--- src/common/iavs_pkg.sv ---
`default_nettype none
package iavs_pkg;
  // ========================================================
  // addresses and vector table
  localparam int unsigned   ADDR_W       = 15;
  localparam logic [14:0]   ENTRY_ADDR   = 15'h00ff;
  localparam logic [7:0]    TABLE_BASE   = 8'he0;
  localparam logic [7:0]    BLOCK_LAST   = 8'hff;
  localparam logic [15:0]   MASKABLE     = 16'h3ffe;
  localparam int unsigned   TRAP_IDX     = 15;
  // ========================================================
  // timing, in instruction cycles of one clock each
  localparam int unsigned   ACK_CYCLES   = 7;
  localparam logic [2:0]    ACK_LAST     = 3'(ACK_CYCLES - 1);
  localparam logic [2:0]    ACK_LOAD     = 3'(ACK_CYCLES - 2);
  // ========================================================
  // register byte offsets
  localparam logic [7:0]    REG_ENABLE   = 8'h00;
  localparam logic [7:0]    REG_PENDING  = 8'h04;
  localparam logic [7:0]    REG_CONTROL  = 8'h08;
  localparam logic [7:0]    REG_STATUS   = 8'h0c;
  localparam logic [15:0]   ENABLE_RST   = 16'h0000;
  localparam logic [15:0]   PENDING_RST  = 16'h0000;
  localparam logic          GIE_RST      = 1'b0;
  localparam int unsigned   CTRL_GIE_BIT = 0;
  localparam int unsigned   STAT_GIE     = 0;
  localparam int unsigned   STAT_TRAP    = 1;
  localparam int unsigned   STAT_BUSY    = 2;
  localparam int unsigned   STAT_TOP_LSB = 8;
  localparam int unsigned   STAT_OFF_LSB = 16;
  // ========================================================
  // types
  typedef enum logic [2:0] {
    ST_IDLE   = 3'h0,
    ST_ACK    = 3'h1,
    ST_VIS_HI = 3'h2,
    ST_VIS_LO = 3'h6,
    ST_VIS_LD = 3'h4
  } iavs_state_type;

  typedef struct packed {
    logic        cyc;
    logic        stb;
    logic        we;
    logic [3:0]  sel;
    logic [7:0]  adr;
    logic [31:0] dat;
  } iavs_wb_req_type;

  typedef struct packed {
    logic        ack;
    logic [31:0] dat;
  } iavs_wb_rsp_type;

  typedef struct packed {
    logic        instr_start;
    logic        skip;
    logic [14:0] pc;
    logic        vis_exec;
    logic [14:0] vis_addr;
    logic        return_from_int_instr;
    logic [14:0] pop_addr;
    logic        trap;
    logic        clear_trap_pending_instr;
    logic        psw_wr;
    logic        psw_gie;
    logic        boot_rom;
  } iavs_core_req_type;

  typedef struct packed {
    logic        busy;
    logic        pc_load;
    logic [14:0] pc;
    logic        push;
    logic [14:0] push_data;
    logic        mem_rd;
    logic [14:0] mem_addr;
  } iavs_core_cmd_type;

  typedef struct packed {
    iavs_state_type st;
    logic [2:0]     cnt;
    logic           global_int_enable;
    logic           trap_pnd;
    logic           trap_req;
    logic [15:0]    en;
    logic [15:0]    pnd;
    logic [7:0]     hi_byte;
    logic [7:0]     vis_off;
    logic           pc_load;
    logic [14:0]    pc;
    logic           push;
    logic [14:0]    push_data;
    logic           mem_rd;
    logic [14:0]    mem_addr;
    logic           wb_ack;
    logic [31:0]    wb_dat;
  } iavs_regs_type;
endpackage
`default_nettype wire

--- src/hw/iavs_top.sv ---
// How it works
// a source is active only when its enable and pending bits are both set
// enabling an already pending source requests at once when global enable set
// requests are acknowledged only at the start of the next instruction
// a skipped instruction is skipped first, acknowledge waits for next boundary
// acknowledge start of a maskable source clears the global enable
// acknowledge pushes the address of the instruction about to execute
// acknowledge loads the program counter with entry address 00ff
// the acknowledge sequence lasts seven instruction cycles
// a status word write may set global enable for nesting
// return sets global enable, loads the popped address into the counter
// a still pending source is taken at the boundary after return
// boot rom execution blocks maskable acknowledge, global enable kept unchanged
// repeated events of a pending source collapse to one pending bit
// vector select picks top enabled pending source, jumps through its entry
// table sits at top of the 256-byte block holding vector select
// vector select on a block's last byte uses the next block's table
// vector is 15 bits, high byte at the lower address
// lowest rank at offset e0, each rank two above, trap at fe
// simultaneous sources are served highest rank first
// no active source gives the default lowest vector
// offset sampled in first cycle replaces low counter byte, then jump
// reset clears pending, enable and global enable bits
// trap pending inhibits maskable sources, cleared by clear-trap or reset
// maskable request needs enable, global enable, no trap in service
// fixed priority encoder, index doubled plus e0 forms table offset
`timescale 1ns/1ps
`default_nettype none
module iavs_top (
  input  wire logic                       CLK_SYS_IN,
  input  wire logic                       RESETN_IN,
  input  wire logic                       CE_IN,
  input  wire iavs_pkg::iavs_wb_req_type  WB_REQ_IN,
  output var iavs_pkg::iavs_wb_rsp_type   WB_RSP_OUT,
  input  wire iavs_pkg::iavs_core_req_type CORE_IN,
  output var iavs_pkg::iavs_core_cmd_type CORE_OUT,
  input  wire logic [15:0]                SRC_EVENT_IN,
  input  wire logic [7:0]                 MEM_DATA_IN
);

  // ========================================================
  // helpers
  function automatic logic [3:0] top_rank(input logic [15:0] act);
    logic [3:0] idx;
    idx = 4'h0;
    for (int i = 1; i < 16; i++) begin
      if (act[i]) begin
        idx = 4'(i);
      end
    end
    return idx;
  endfunction

  function automatic logic [7:0] rank_offset(input logic [3:0] idx);
    return iavs_pkg::TABLE_BASE + {3'h0, idx, 1'b0};
  endfunction

  // ========================================================
  // state
  iavs_pkg::iavs_regs_type r_q;
  iavs_pkg::iavs_regs_type r_d;

  logic [15:0] active;
  logic [15:0] vis_act;
  logic [7:0]  vis_off;
  logic [6:0]  vis_blk;
  logic        mask_req;
  logic        boundary;
  logic        ack_go;
  logic        vis_go;
  logic        return_from_int_instr_go;
  logic        wb_go;

  assign active   = r_q.en & r_q.pnd & iavs_pkg::MASKABLE;
  // trap in service holds off every maskable source
  assign mask_req = r_q.global_int_enable & (|active) & ~r_q.trap_pnd;
  // skipped instruction is not a normal boundary
  assign boundary = CORE_IN.instr_start & ~CORE_IN.skip
                  & (r_q.st == iavs_pkg::ST_IDLE);
  assign ack_go   = boundary & (r_q.trap_req
                  | (mask_req & ~CORE_IN.boot_rom));
  assign return_from_int_instr_go  = CORE_IN.return_from_int_instr & (r_q.st == iavs_pkg::ST_IDLE);
  assign vis_go   = CORE_IN.vis_exec & (r_q.st == iavs_pkg::ST_IDLE)
                  & ~ack_go & ~return_from_int_instr_go;
  assign vis_act  = {r_q.trap_pnd, active[14:0]};
  assign vis_off  = rank_offset(top_rank(vis_act));
  assign vis_blk  = (CORE_IN.vis_addr[7:0] == iavs_pkg::BLOCK_LAST)
                  ? CORE_IN.vis_addr[14:8] + 7'h01
                  : CORE_IN.vis_addr[14:8];
  assign wb_go    = WB_REQ_IN.cyc & WB_REQ_IN.stb & ~r_q.wb_ack;

  // ========================================================
  // next state
  always_comb begin
    r_d         = r_q;
    r_d.pc_load = 1'b0;
    r_d.push    = 1'b0;
    r_d.mem_rd  = 1'b0;
    r_d.wb_ack  = wb_go;

    // status word write, nested servicing
    if (CORE_IN.psw_wr) begin
      r_d.global_int_enable = CORE_IN.psw_gie;
    end

    // register bus
    if (wb_go) begin
      r_d.wb_dat = 32'h0000_0000;
      unique case (WB_REQ_IN.adr)
        iavs_pkg::REG_ENABLE: begin
          r_d.wb_dat[15:0] = r_q.en;
          if (WB_REQ_IN.we) begin
            if (WB_REQ_IN.sel[0]) begin
              r_d.en[7:0] = WB_REQ_IN.dat[7:0]
                          & iavs_pkg::MASKABLE[7:0];
            end
            if (WB_REQ_IN.sel[1]) begin
              r_d.en[15:8] = WB_REQ_IN.dat[15:8]
                           & iavs_pkg::MASKABLE[15:8];
            end
          end
        end
        iavs_pkg::REG_PENDING: begin
          r_d.wb_dat[15:0] = r_q.pnd;
          if (WB_REQ_IN.we) begin
            if (WB_REQ_IN.sel[0]) begin
              r_d.pnd[7:0] = r_q.pnd[7:0] & ~WB_REQ_IN.dat[7:0];
            end
            if (WB_REQ_IN.sel[1]) begin
              r_d.pnd[15:8] = r_q.pnd[15:8] & ~WB_REQ_IN.dat[15:8];
            end
          end
        end
        iavs_pkg::REG_CONTROL: begin
          r_d.wb_dat[iavs_pkg::CTRL_GIE_BIT] = r_q.global_int_enable;
          if (WB_REQ_IN.we && WB_REQ_IN.sel[0]) begin
            r_d.global_int_enable = WB_REQ_IN.dat[iavs_pkg::CTRL_GIE_BIT];
          end
        end
        iavs_pkg::REG_STATUS: begin
          r_d.wb_dat[iavs_pkg::STAT_GIE]  = r_q.global_int_enable;
          r_d.wb_dat[iavs_pkg::STAT_TRAP] = r_q.trap_pnd;
          r_d.wb_dat[iavs_pkg::STAT_BUSY] =
            (r_q.st != iavs_pkg::ST_IDLE);
          r_d.wb_dat[iavs_pkg::STAT_TOP_LSB +: 4] = top_rank(vis_act);
          r_d.wb_dat[iavs_pkg::STAT_OFF_LSB +: 8] = r_q.vis_off;
        end
        default: begin
          r_d.wb_dat = 32'h0000_0000;
        end
      endcase
    end

    // events last: set wins over a same-cycle clear
    r_d.pnd = r_d.pnd | (SRC_EVENT_IN & iavs_pkg::MASKABLE);

    // trap: set wins over clear-trap
    if (CORE_IN.clear_trap_pending_instr) begin
      r_d.trap_pnd = 1'b0;
    end
    if (CORE_IN.trap) begin
      r_d.trap_pnd = 1'b1;
      r_d.trap_req = 1'b1;
    end

    unique case (r_q.st)
      iavs_pkg::ST_IDLE: begin
        if (ack_go) begin
          r_d.st        = iavs_pkg::ST_ACK;
          r_d.cnt       = 3'h0;
          r_d.push      = 1'b1;
          r_d.push_data = CORE_IN.pc;
          if (r_q.trap_req) begin
            // trap leaves global enable as it was
            r_d.trap_req = CORE_IN.trap;
          end else begin
            r_d.global_int_enable = 1'b0;
          end
        end else if (return_from_int_instr_go) begin
          r_d.global_int_enable     = 1'b1;
          r_d.pc      = CORE_IN.pop_addr;
          r_d.pc_load = 1'b1;
        end else if (vis_go) begin
          r_d.vis_off  = vis_off;
          r_d.mem_addr = {vis_blk, vis_off};
          r_d.mem_rd   = 1'b1;
          r_d.st       = iavs_pkg::ST_VIS_HI;
        end
      end
      iavs_pkg::ST_ACK: begin
        r_d.cnt = r_q.cnt + 3'h1;
        if (r_q.cnt == iavs_pkg::ACK_LOAD) begin
          r_d.pc      = iavs_pkg::ENTRY_ADDR;
          r_d.pc_load = 1'b1;
        end
        if (r_q.cnt == iavs_pkg::ACK_LAST) begin
          r_d.st = iavs_pkg::ST_IDLE;
        end
      end
      iavs_pkg::ST_VIS_HI: begin
        r_d.mem_addr = {r_q.mem_addr[14:1], 1'b1};
        r_d.mem_rd   = 1'b1;
        r_d.st       = iavs_pkg::ST_VIS_LO;
      end
      iavs_pkg::ST_VIS_LO: begin
        r_d.hi_byte = MEM_DATA_IN;
        r_d.st      = iavs_pkg::ST_VIS_LD;
      end
      iavs_pkg::ST_VIS_LD: begin
        r_d.pc      = {r_q.hi_byte[6:0], MEM_DATA_IN};
        r_d.pc_load = 1'b1;
        r_d.st      = iavs_pkg::ST_IDLE;
      end
      default: begin
        r_d.st = iavs_pkg::ST_IDLE;
      end
    endcase
  end

  // ========================================================
  // registers
  localparam iavs_pkg::iavs_regs_type REGS_RST = '{
    st:        iavs_pkg::ST_IDLE,
    cnt:       3'h0,
    global_int_enable:       iavs_pkg::GIE_RST,
    trap_pnd:  1'b0,
    trap_req:  1'b0,
    en:        iavs_pkg::ENABLE_RST,
    pnd:       iavs_pkg::PENDING_RST,
    hi_byte:   8'h00,
    vis_off:   8'h00,
    pc_load:   1'b0,
    pc:        15'h0000,
    push:      1'b0,
    push_data: 15'h0000,
    mem_rd:    1'b0,
    mem_addr:  15'h0000,
    wb_ack:    1'b0,
    wb_dat:    32'h0000_0000
  };

  always_ff @(posedge CLK_SYS_IN or negedge RESETN_IN) begin
    if (!RESETN_IN) begin
      r_q <= REGS_RST;
    end else if (CE_IN) begin
      r_q <= r_d;
    end
  end

  assign WB_RSP_OUT.ack     = r_q.wb_ack;
  assign WB_RSP_OUT.dat     = r_q.wb_dat;
  assign CORE_OUT.busy      = (r_q.st != iavs_pkg::ST_IDLE);
  assign CORE_OUT.pc_load   = r_q.pc_load;
  assign CORE_OUT.pc        = r_q.pc;
  assign CORE_OUT.push      = r_q.push;
  assign CORE_OUT.push_data = r_q.push_data;
  assign CORE_OUT.mem_rd    = r_q.mem_rd;
  assign CORE_OUT.mem_addr  = r_q.mem_addr;

  logic ack_start;
  assign ack_start = CE_IN & ack_go;
endmodule
`default_nettype wire

--- config.mk ---
export PLATFORM = sky130hd
export DESIGN_NAME = iavs_top
export DESIGN_NICKNAME = d
export VERILOG_FILES = /design/src/common/iavs_pkg.sv /design/src/hw/iavs_top.sv
export SDC_FILE = /design/constraint.sdc
export NUM_CORES = 1
export LEC_CHECK = 0
export ABC_CLOCK_PERIOD_IN_PS = 5100
export BUFFER_PORTS_ARGS = -buffer_cell sky130_fd_sc_hd__buf_2
export CAP_MARGIN = 30
export CELL_PAD_IN_SITES_DETAIL_PLACEMENT = 1
export CELL_PAD_IN_SITES_GLOBAL_PLACEMENT = 1
export CORE_MARGIN = 2
export CORE_UTILIZATION = 35
export CTS_CLUSTER_DIAMETER = 150
export DETAILED_ROUTE_END_ITERATION = 10
export PLACE_DENSITY_LB_ADDON = 0.1
export SLEW_MARGIN = 10
export SYNTH_ARGS = -nofsm -noshare
export SYNTH_HDL_FRONTEND = slang
export SYNTH_SLANG_ARGS = --single-unit
--- constraint.sdc ---
create_clock -name CLK_SYS_IN -period 5.1 [get_ports CLK_SYS_IN]
set_input_delay 0 -clock CLK_SYS_IN [delete_from_list [all_inputs] [get_ports CLK_SYS_IN]]
set_output_delay 0 -clock CLK_SYS_IN [all_outputs]
set_load 0.02 [all_outputs]
# Word level (Yosys, flattened, before mapping)
# Cells that the tools add are included.
# W data, S select, Z words.
[totals]
ff_bits = 125
in_bits = 128
output_inout_bits = 82
word_cells = 145
[classes]
addsub = 3
n_eq_ne = 19
muxes = 56
bitwise = 26
reduce_logical = 22
[ops]
columns = ["op", "count"]
rows = [
  ["$mux W16", 11],
  ["$mux W4", 12],
  ["$pmux W16 S3", 1],
  ["$pmux W16 S2", 1],
  ["$reduce_and A5 Y1", 5],
  ["$mux W8", 3],
  ["$and A8 B8 Y8", 2],
  ["$eq A8 B4 Y1 const B", 2],
  ["$not A8 Y8", 2],
  ["$or A16 B14 Y16", 1],
  ["$mux W3", 5],
  ["$and A14 B14 Y14", 1],
  ["$ne A2 B2 Y1 const B", 7],
  ["$mux W1", 13],
  ["$reduce_or A13 Y1", 1],
  ["$and A1 B1 Y1", 12],
  ["$eq A3 B3 Y1 const B", 4],
  ["$pmux W3 S4", 1],
  ["$pmux W4 S3", 1],
  ["$pmux W5 S2", 1],
  ["$eq A8 B3 Y1 const B", 1],
  ["$eq A8 B8 Y1 const B", 1],
  ["$logic_not A8 Y1", 1],
  ["$pmux W4 S2", 1],
  ["22 further kinds", 36],
]

# Depth between registers and ports, before layout
[depth]
ltp_word = 20
depth_mapped = 8
depth_no_buf = 6

# Worst setup path before layout
# No wires, ideal clock.
[synth_timing]
path_kind = "flip-flop to flip-flop"
startpoint = "register r_q[130] (netlist bit)"
endpoint = "register r_q (netlist bit CORE_OUT[10])"
setup_time_ns = 0.125
arrival_ns = 1.896
t_required_ns = 4.975
setup_slack_ns = 3.079
path_stages_with_launch = 7
n_path_buf = 1
period_less_slack_ns = 2.021
cell_sequence = "dfrtp_1 > or3b_2 > a21oi_2 > o31ai_4 > nand3_4 > buf_6 > mux2_4"
[synth_between]
elab_chain_len = 9
[synth_rtl]
columns = ["element", "line_no", "text"]
rows = [
  ["start: declaration", "iavs_top.sv:60", "iavs_pkg::iavs_regs_type r_q;"],
  ["start signal: assignment", "iavs_top.sv:246", "r_q <= r_d;"],
  ["$not A1 Y1 (*)", "iavs_top.sv:76", "assign mask_req = r_q.global_int_enable & (|active) & ~r_q.trap_pnd;"],
  ["$and A1 B1 Y1 (*)", "iavs_top.sv:76", ""],
  ["$and A1 B1 Y1 (*)", "iavs_top.sv:81", "| (mask_req & ~CORE_IN.boot_rom));"],
  ["$or A1 B1 Y1 (*)", "iavs_top.sv:81", ""],
  ["$and A1 B1 Y1 (*)", "iavs_top.sv:80", "assign ack_go = boundary & (r_q.trap_req"],
  ["$not A1 Y1 (no line) (*)", "-", ""],
  ["$and A1 B1 Y1 (2 in series)", "iavs_top.sv:84", "& ~ack_go & ~return_from_int_instr_go;"],
  ["$reduce_and A6 Y1 (no line) (*)", "-", ""],
]
# Mark *: on every way between the ends. The rest lies on a longest branch, timed or not.
# A chain may end at the register's enable or synchronous reset.

# Final worst setup path
[layout_timing]
startpoint = "register r_q (netlist bit WB_RSP_OUT[32])"
endpoint = "register r_q[105] (netlist bit)"
[layout_between]
elab_chain_len = 4
[layout_rtl]
columns = ["element", "line_no", "text"]
rows = [
  ["$not A1 Y1", "iavs_top.sv:90", "assign wb_go = WB_REQ_IN.cyc & WB_REQ_IN.stb & ~r_q.wb_ack;"],
  ["$and A1 B1 Y1", "iavs_top.sv:90", ""],
  ["$mux W16", "iavs_top.sv:107", "if (wb_go) begin"],
  ["$or A16 B14 Y16", "iavs_top.sv:155", "r_d.pnd = r_d.pnd | (SRC_EVENT_IN & iavs_pkg::MASKABLE);"],
]
# Every way passes these cells.

==> out/qor.yml <==
status:
  status: "finished, violations left"
  violations: "hold timing"
placed_design:
  place_congestion: 0.780
  postPlaceCellArea_um2: 6720
  port_buffers: 179
  post-place-ws_ns: 2.12
  dp_hpwl_um: 12300
  placed_cells: 885
routing:
  post-route-drc-count: 0
  wl_per_cell_um: 17.6
  wl_met1_um: 7600
  wl_met2_um: 9160
  viasPerCell: 4.95
  first_iter_violations: 174
  route.vias.total: 4960
  postRouteAntennaNets: 0
  routed_wl_um: 17700
  dr_wl_met3_um: 725
  top_layer_used: "met5"
  drt_pre_antenna_iters: 4
setup_path:
  cp_num_buf_inv: 1
  cpMaxStageDelayCell: "nor3_2"
  cp_max_fo: 10
  max_stage_delay_ns: 0.64
  arrival_ns: 3.16
  path_class: "reg -> reg"
  cp_top_family: "simple AND/OR/NAND/NOR gates"
  worst_r2r_startpoint: "WB_RSP_OUT[32]$_DFFE_PN0P_"
  cp_cell_sequence: "and4b_1, nand3_1, nor3_2, nand2_1, a22o_1, dlygate4sd3_1"
  cp-end-kind: "flip-flop"
  cp-start-kind: "flip-flop"
  crit_start: "WB_RSP_OUT[32]$_DFFE_PN0P_"
  cp.required_ns: 5.39
timing:
  final.setup.tns_ns: 0
  relSlewSlack_pct: 40.1
  finalSetupViolCount: 0
  fin_crit_ns: 2.86
  tightestPinTransition_ns: 0.896
  fin_ws_ns: 2.24
  rsz0062_at_grt: "no"
  finClkSkew_ns: 0.0131
  drv_slew: 0
  period_share_pct: 56.2
  whs_ns: -0.00687
  hold_violations: 10
  fmax_mhz: 349
finish:
  fillers: 1948
  multiInputGateArea_um2: 2530
  drive_gt1_share_pct: 37.0
  area_delta_synth_final_pct: 32.4
  fin_nets: 898
  seq_area_um2: 2950
  antenna_cells: 0
  fin_area_um2: 8190
  instances_no_fill: 1003
power:
  p_leak_nw: 3.85
  power_density_nw_per_um2: 448
  vdd_drop_max_mv: 0.222
grt:
  grt_usage_pct: 19.4
  first_global_vias: 5293
  gr-total-overflow: 0
  grt_pass1_wl_um: 27900
  grt_start_max_net_pins: 71
  antenna_found_initial: 2
clocking:
  clock_latency_ns: 0.42
  cts_resized: 0
  clockRootBuffer: "clkbuf_16"
  cts_tree: "yes"
  cts_sinks: 118
  cts.path.max_buffers: 2
  clk_pin_slew_ns: 0.05
  cts.htree.levels: 4
  numCtsBuffers: 17
flow_run:
  drv_cap: 0
synthesis:
  synth_edf_count: 0
  ys_types: 57
  ys_ff_latch: 118
  yosysSeqAreaShare_pct: 47.7
  async_flop_share_pct: 100
  synth_area_um2: 6190
  synth_warnings: 0
  synthFlopType: "dfrtp_1"
  syn-instance-count: 570
  synth.avg_cell_area_um2: 10.9
worst_hold_path:
  hold_class: "in -> async"
die:
  io_pins: 210
  die_w_um: 137
  die_area_um2: 18800
  die_h_um: 137
  initial_core_util_pct: 35.8
  fp-row-count: 48
  core_um2: 17300
state kept, by name, summed over array words and instances, names as in the netlist:
register	cells
r_q	50
CORE_OUT	46
WB_RSP_OUT	22
synthesized netlist by cell type, types with 3 or more instances:
master | count | area [um2]
dfrtp_1 | 118 | 2950
buf_4 | 82 | 616
nand2_1 | 78 | 293
mux2_2 | 46 | 518
o21ai_0 | 27 | 135
nor2_1 | 24 | 90.1
a22o_1 | 17 | 149
a21oi_1 | 15 | 75.1
mux2i_1 | 13 | 130
a31oi_1 | 10 | 62.6
inv_1 | 10 | 37.5
nand3_1 | 10 | 50.1
nand4_1 | 9 | 56.3
clkbuf_1 | 8 | 30.0
o31a_1 | 8 | 70.1
o221a_2 | 7 | 78.8
buf_2 | 6 | 30.0
mux2_4 | 6 | 90.1
xnor2_1 | 6 | 52.6
a21o_1 | 5 | 37.5
a22oi_1 | 5 | 37.5
nand2b_1 | 5 | 31.3
ha_1 | 4 | 50.1
nor2b_1 | 4 | 25.0
a21boi_0 | 3 | 22.5
and2_1 | 3 | 18.8
nor3_2 | 3 | 30.0
worst reg2reg max path: stages, from the launching register on:
cell           delay, ns
dfrtp_1             0.39
and4b_1             0.51
nand3_1             0.31
nor3_2              0.64
nand2_1             0.13
a22o_1              0.20
dlygate4sd3_1       0.57
final cells by class:
class,instances,share of cell area (%)
clock buffer,22,5.91
inverter,10,0.458
tap,225,3.44
clock inverter,9,1.22
multi-input combinational,351,30.9
timing repair buffer,268,22.0
sequential,118,36.0
metal layers:
| metal | up-vias | track usage [%] |
|---|---|---|
| met2 | 114 | 34.5 |
| met1 | 2498 | 23.4 |
| met5 | - | 0 |
| met3 | 14 | 4.74 |
| met4 | 4 | 4.98 |
| li1 | 2330 | - |
timing repair:
item | CTS | global route
setup buffers | 0 | 0
hold buffers | 84 | 0
hold endpoints to repair | 144 | 0
endpoints found under the setup margin | 0 | 0
power by group:
part / leakage (nW) / internal (mW) / total, mW / switching [mW]
Combinational: 2.13 / 0.503 / 1.14 / 0.640
Clock: 0.288 / 0.763 / 1.18 / 0.416
Sequential: 1.43 / 1.19 / 1.35 / 0.154
cell families after synthesis:
logic type | after synthesis | share of synthesized area [%]
and+or+nand+nor | 149 | 12.1
xor gates and xnor gates | 7 | 0.991
other | 1 | 0.0606
buffers and inverters | 109 | 11.8
AOI/OAI and AO/OA | 117 | 14.6
muxes | 65 | 11.9
adders and majority gates | 4 | 0.809
DFF | 118 | 47.7
cells in the final DEF, fill, tap and decap left out, types with 2 or more instances in the layout:
cell type and instances:
a21boi_0 3, a21o_1 5, a21oi_1 15, a22o_1 17, a22oi_1 5, a22oi_2 2, a22oi_4 2, a31oi_1 10
a32o_1 2, a32oi_1 2, and2_1 3, and4_1 2, and4b_1 2, buf_2 178, buf_4 4, bufinv_16 2
clkbuf_16 17, clkbuf_8 4, clkinv_2 5, clkinvlp_4 2, conb_1 9, dfrtp_1 118, dlygate4sd3_1 84, ha_1 4
inv_1 10, mux2_2 46, mux2_4 6, mux2i_1 13, nand2_1 78, nand2b_1 5, nand3_1 10, nand4_1 9
nor2_1 24, nor2b_1 4, nor3_2 3, o21ai_0 27, o221a_2 7, o31a_1 8, o31ai_1 2, xnor2_1 6
stage by stage:
stage	power [mW]	util (%)	hold WS, ns
2_1_floorplan	2.33	-	-0.296
3_3_place_gp	2.42	38.8	0.194
3_5_place_dp	2.46	38.8	0.203
4_1_cts	3.71	47.1	0.00214
5_1_grt	3.89	47.4	0.000951
6_report	3.67	47.4	-0.00687
worst paths after layout:
path,endpoint,slack [ns],cells after the start
setup / recovery,r_q[105]$_DFFE_PN0P_,2.24,6
hold / removal,CORE_OUT[37]$_DFFE_PN0P_,-0.007,2
setup reg to reg,r_q[105]$_DFFE_PN0P_,2.24,6
hold reg to reg,CORE_OUT[47]$_DFFE_PN0P_,0.47,1
max in group asynchronous,CORE_OUT[47]$_DFFE_PN0P_,3.84,4
min in group CLK_SYS_IN,CORE_OUT[33]$_DFFE_PN0P_,0.03,4
(Power assumes the default switching activity.)
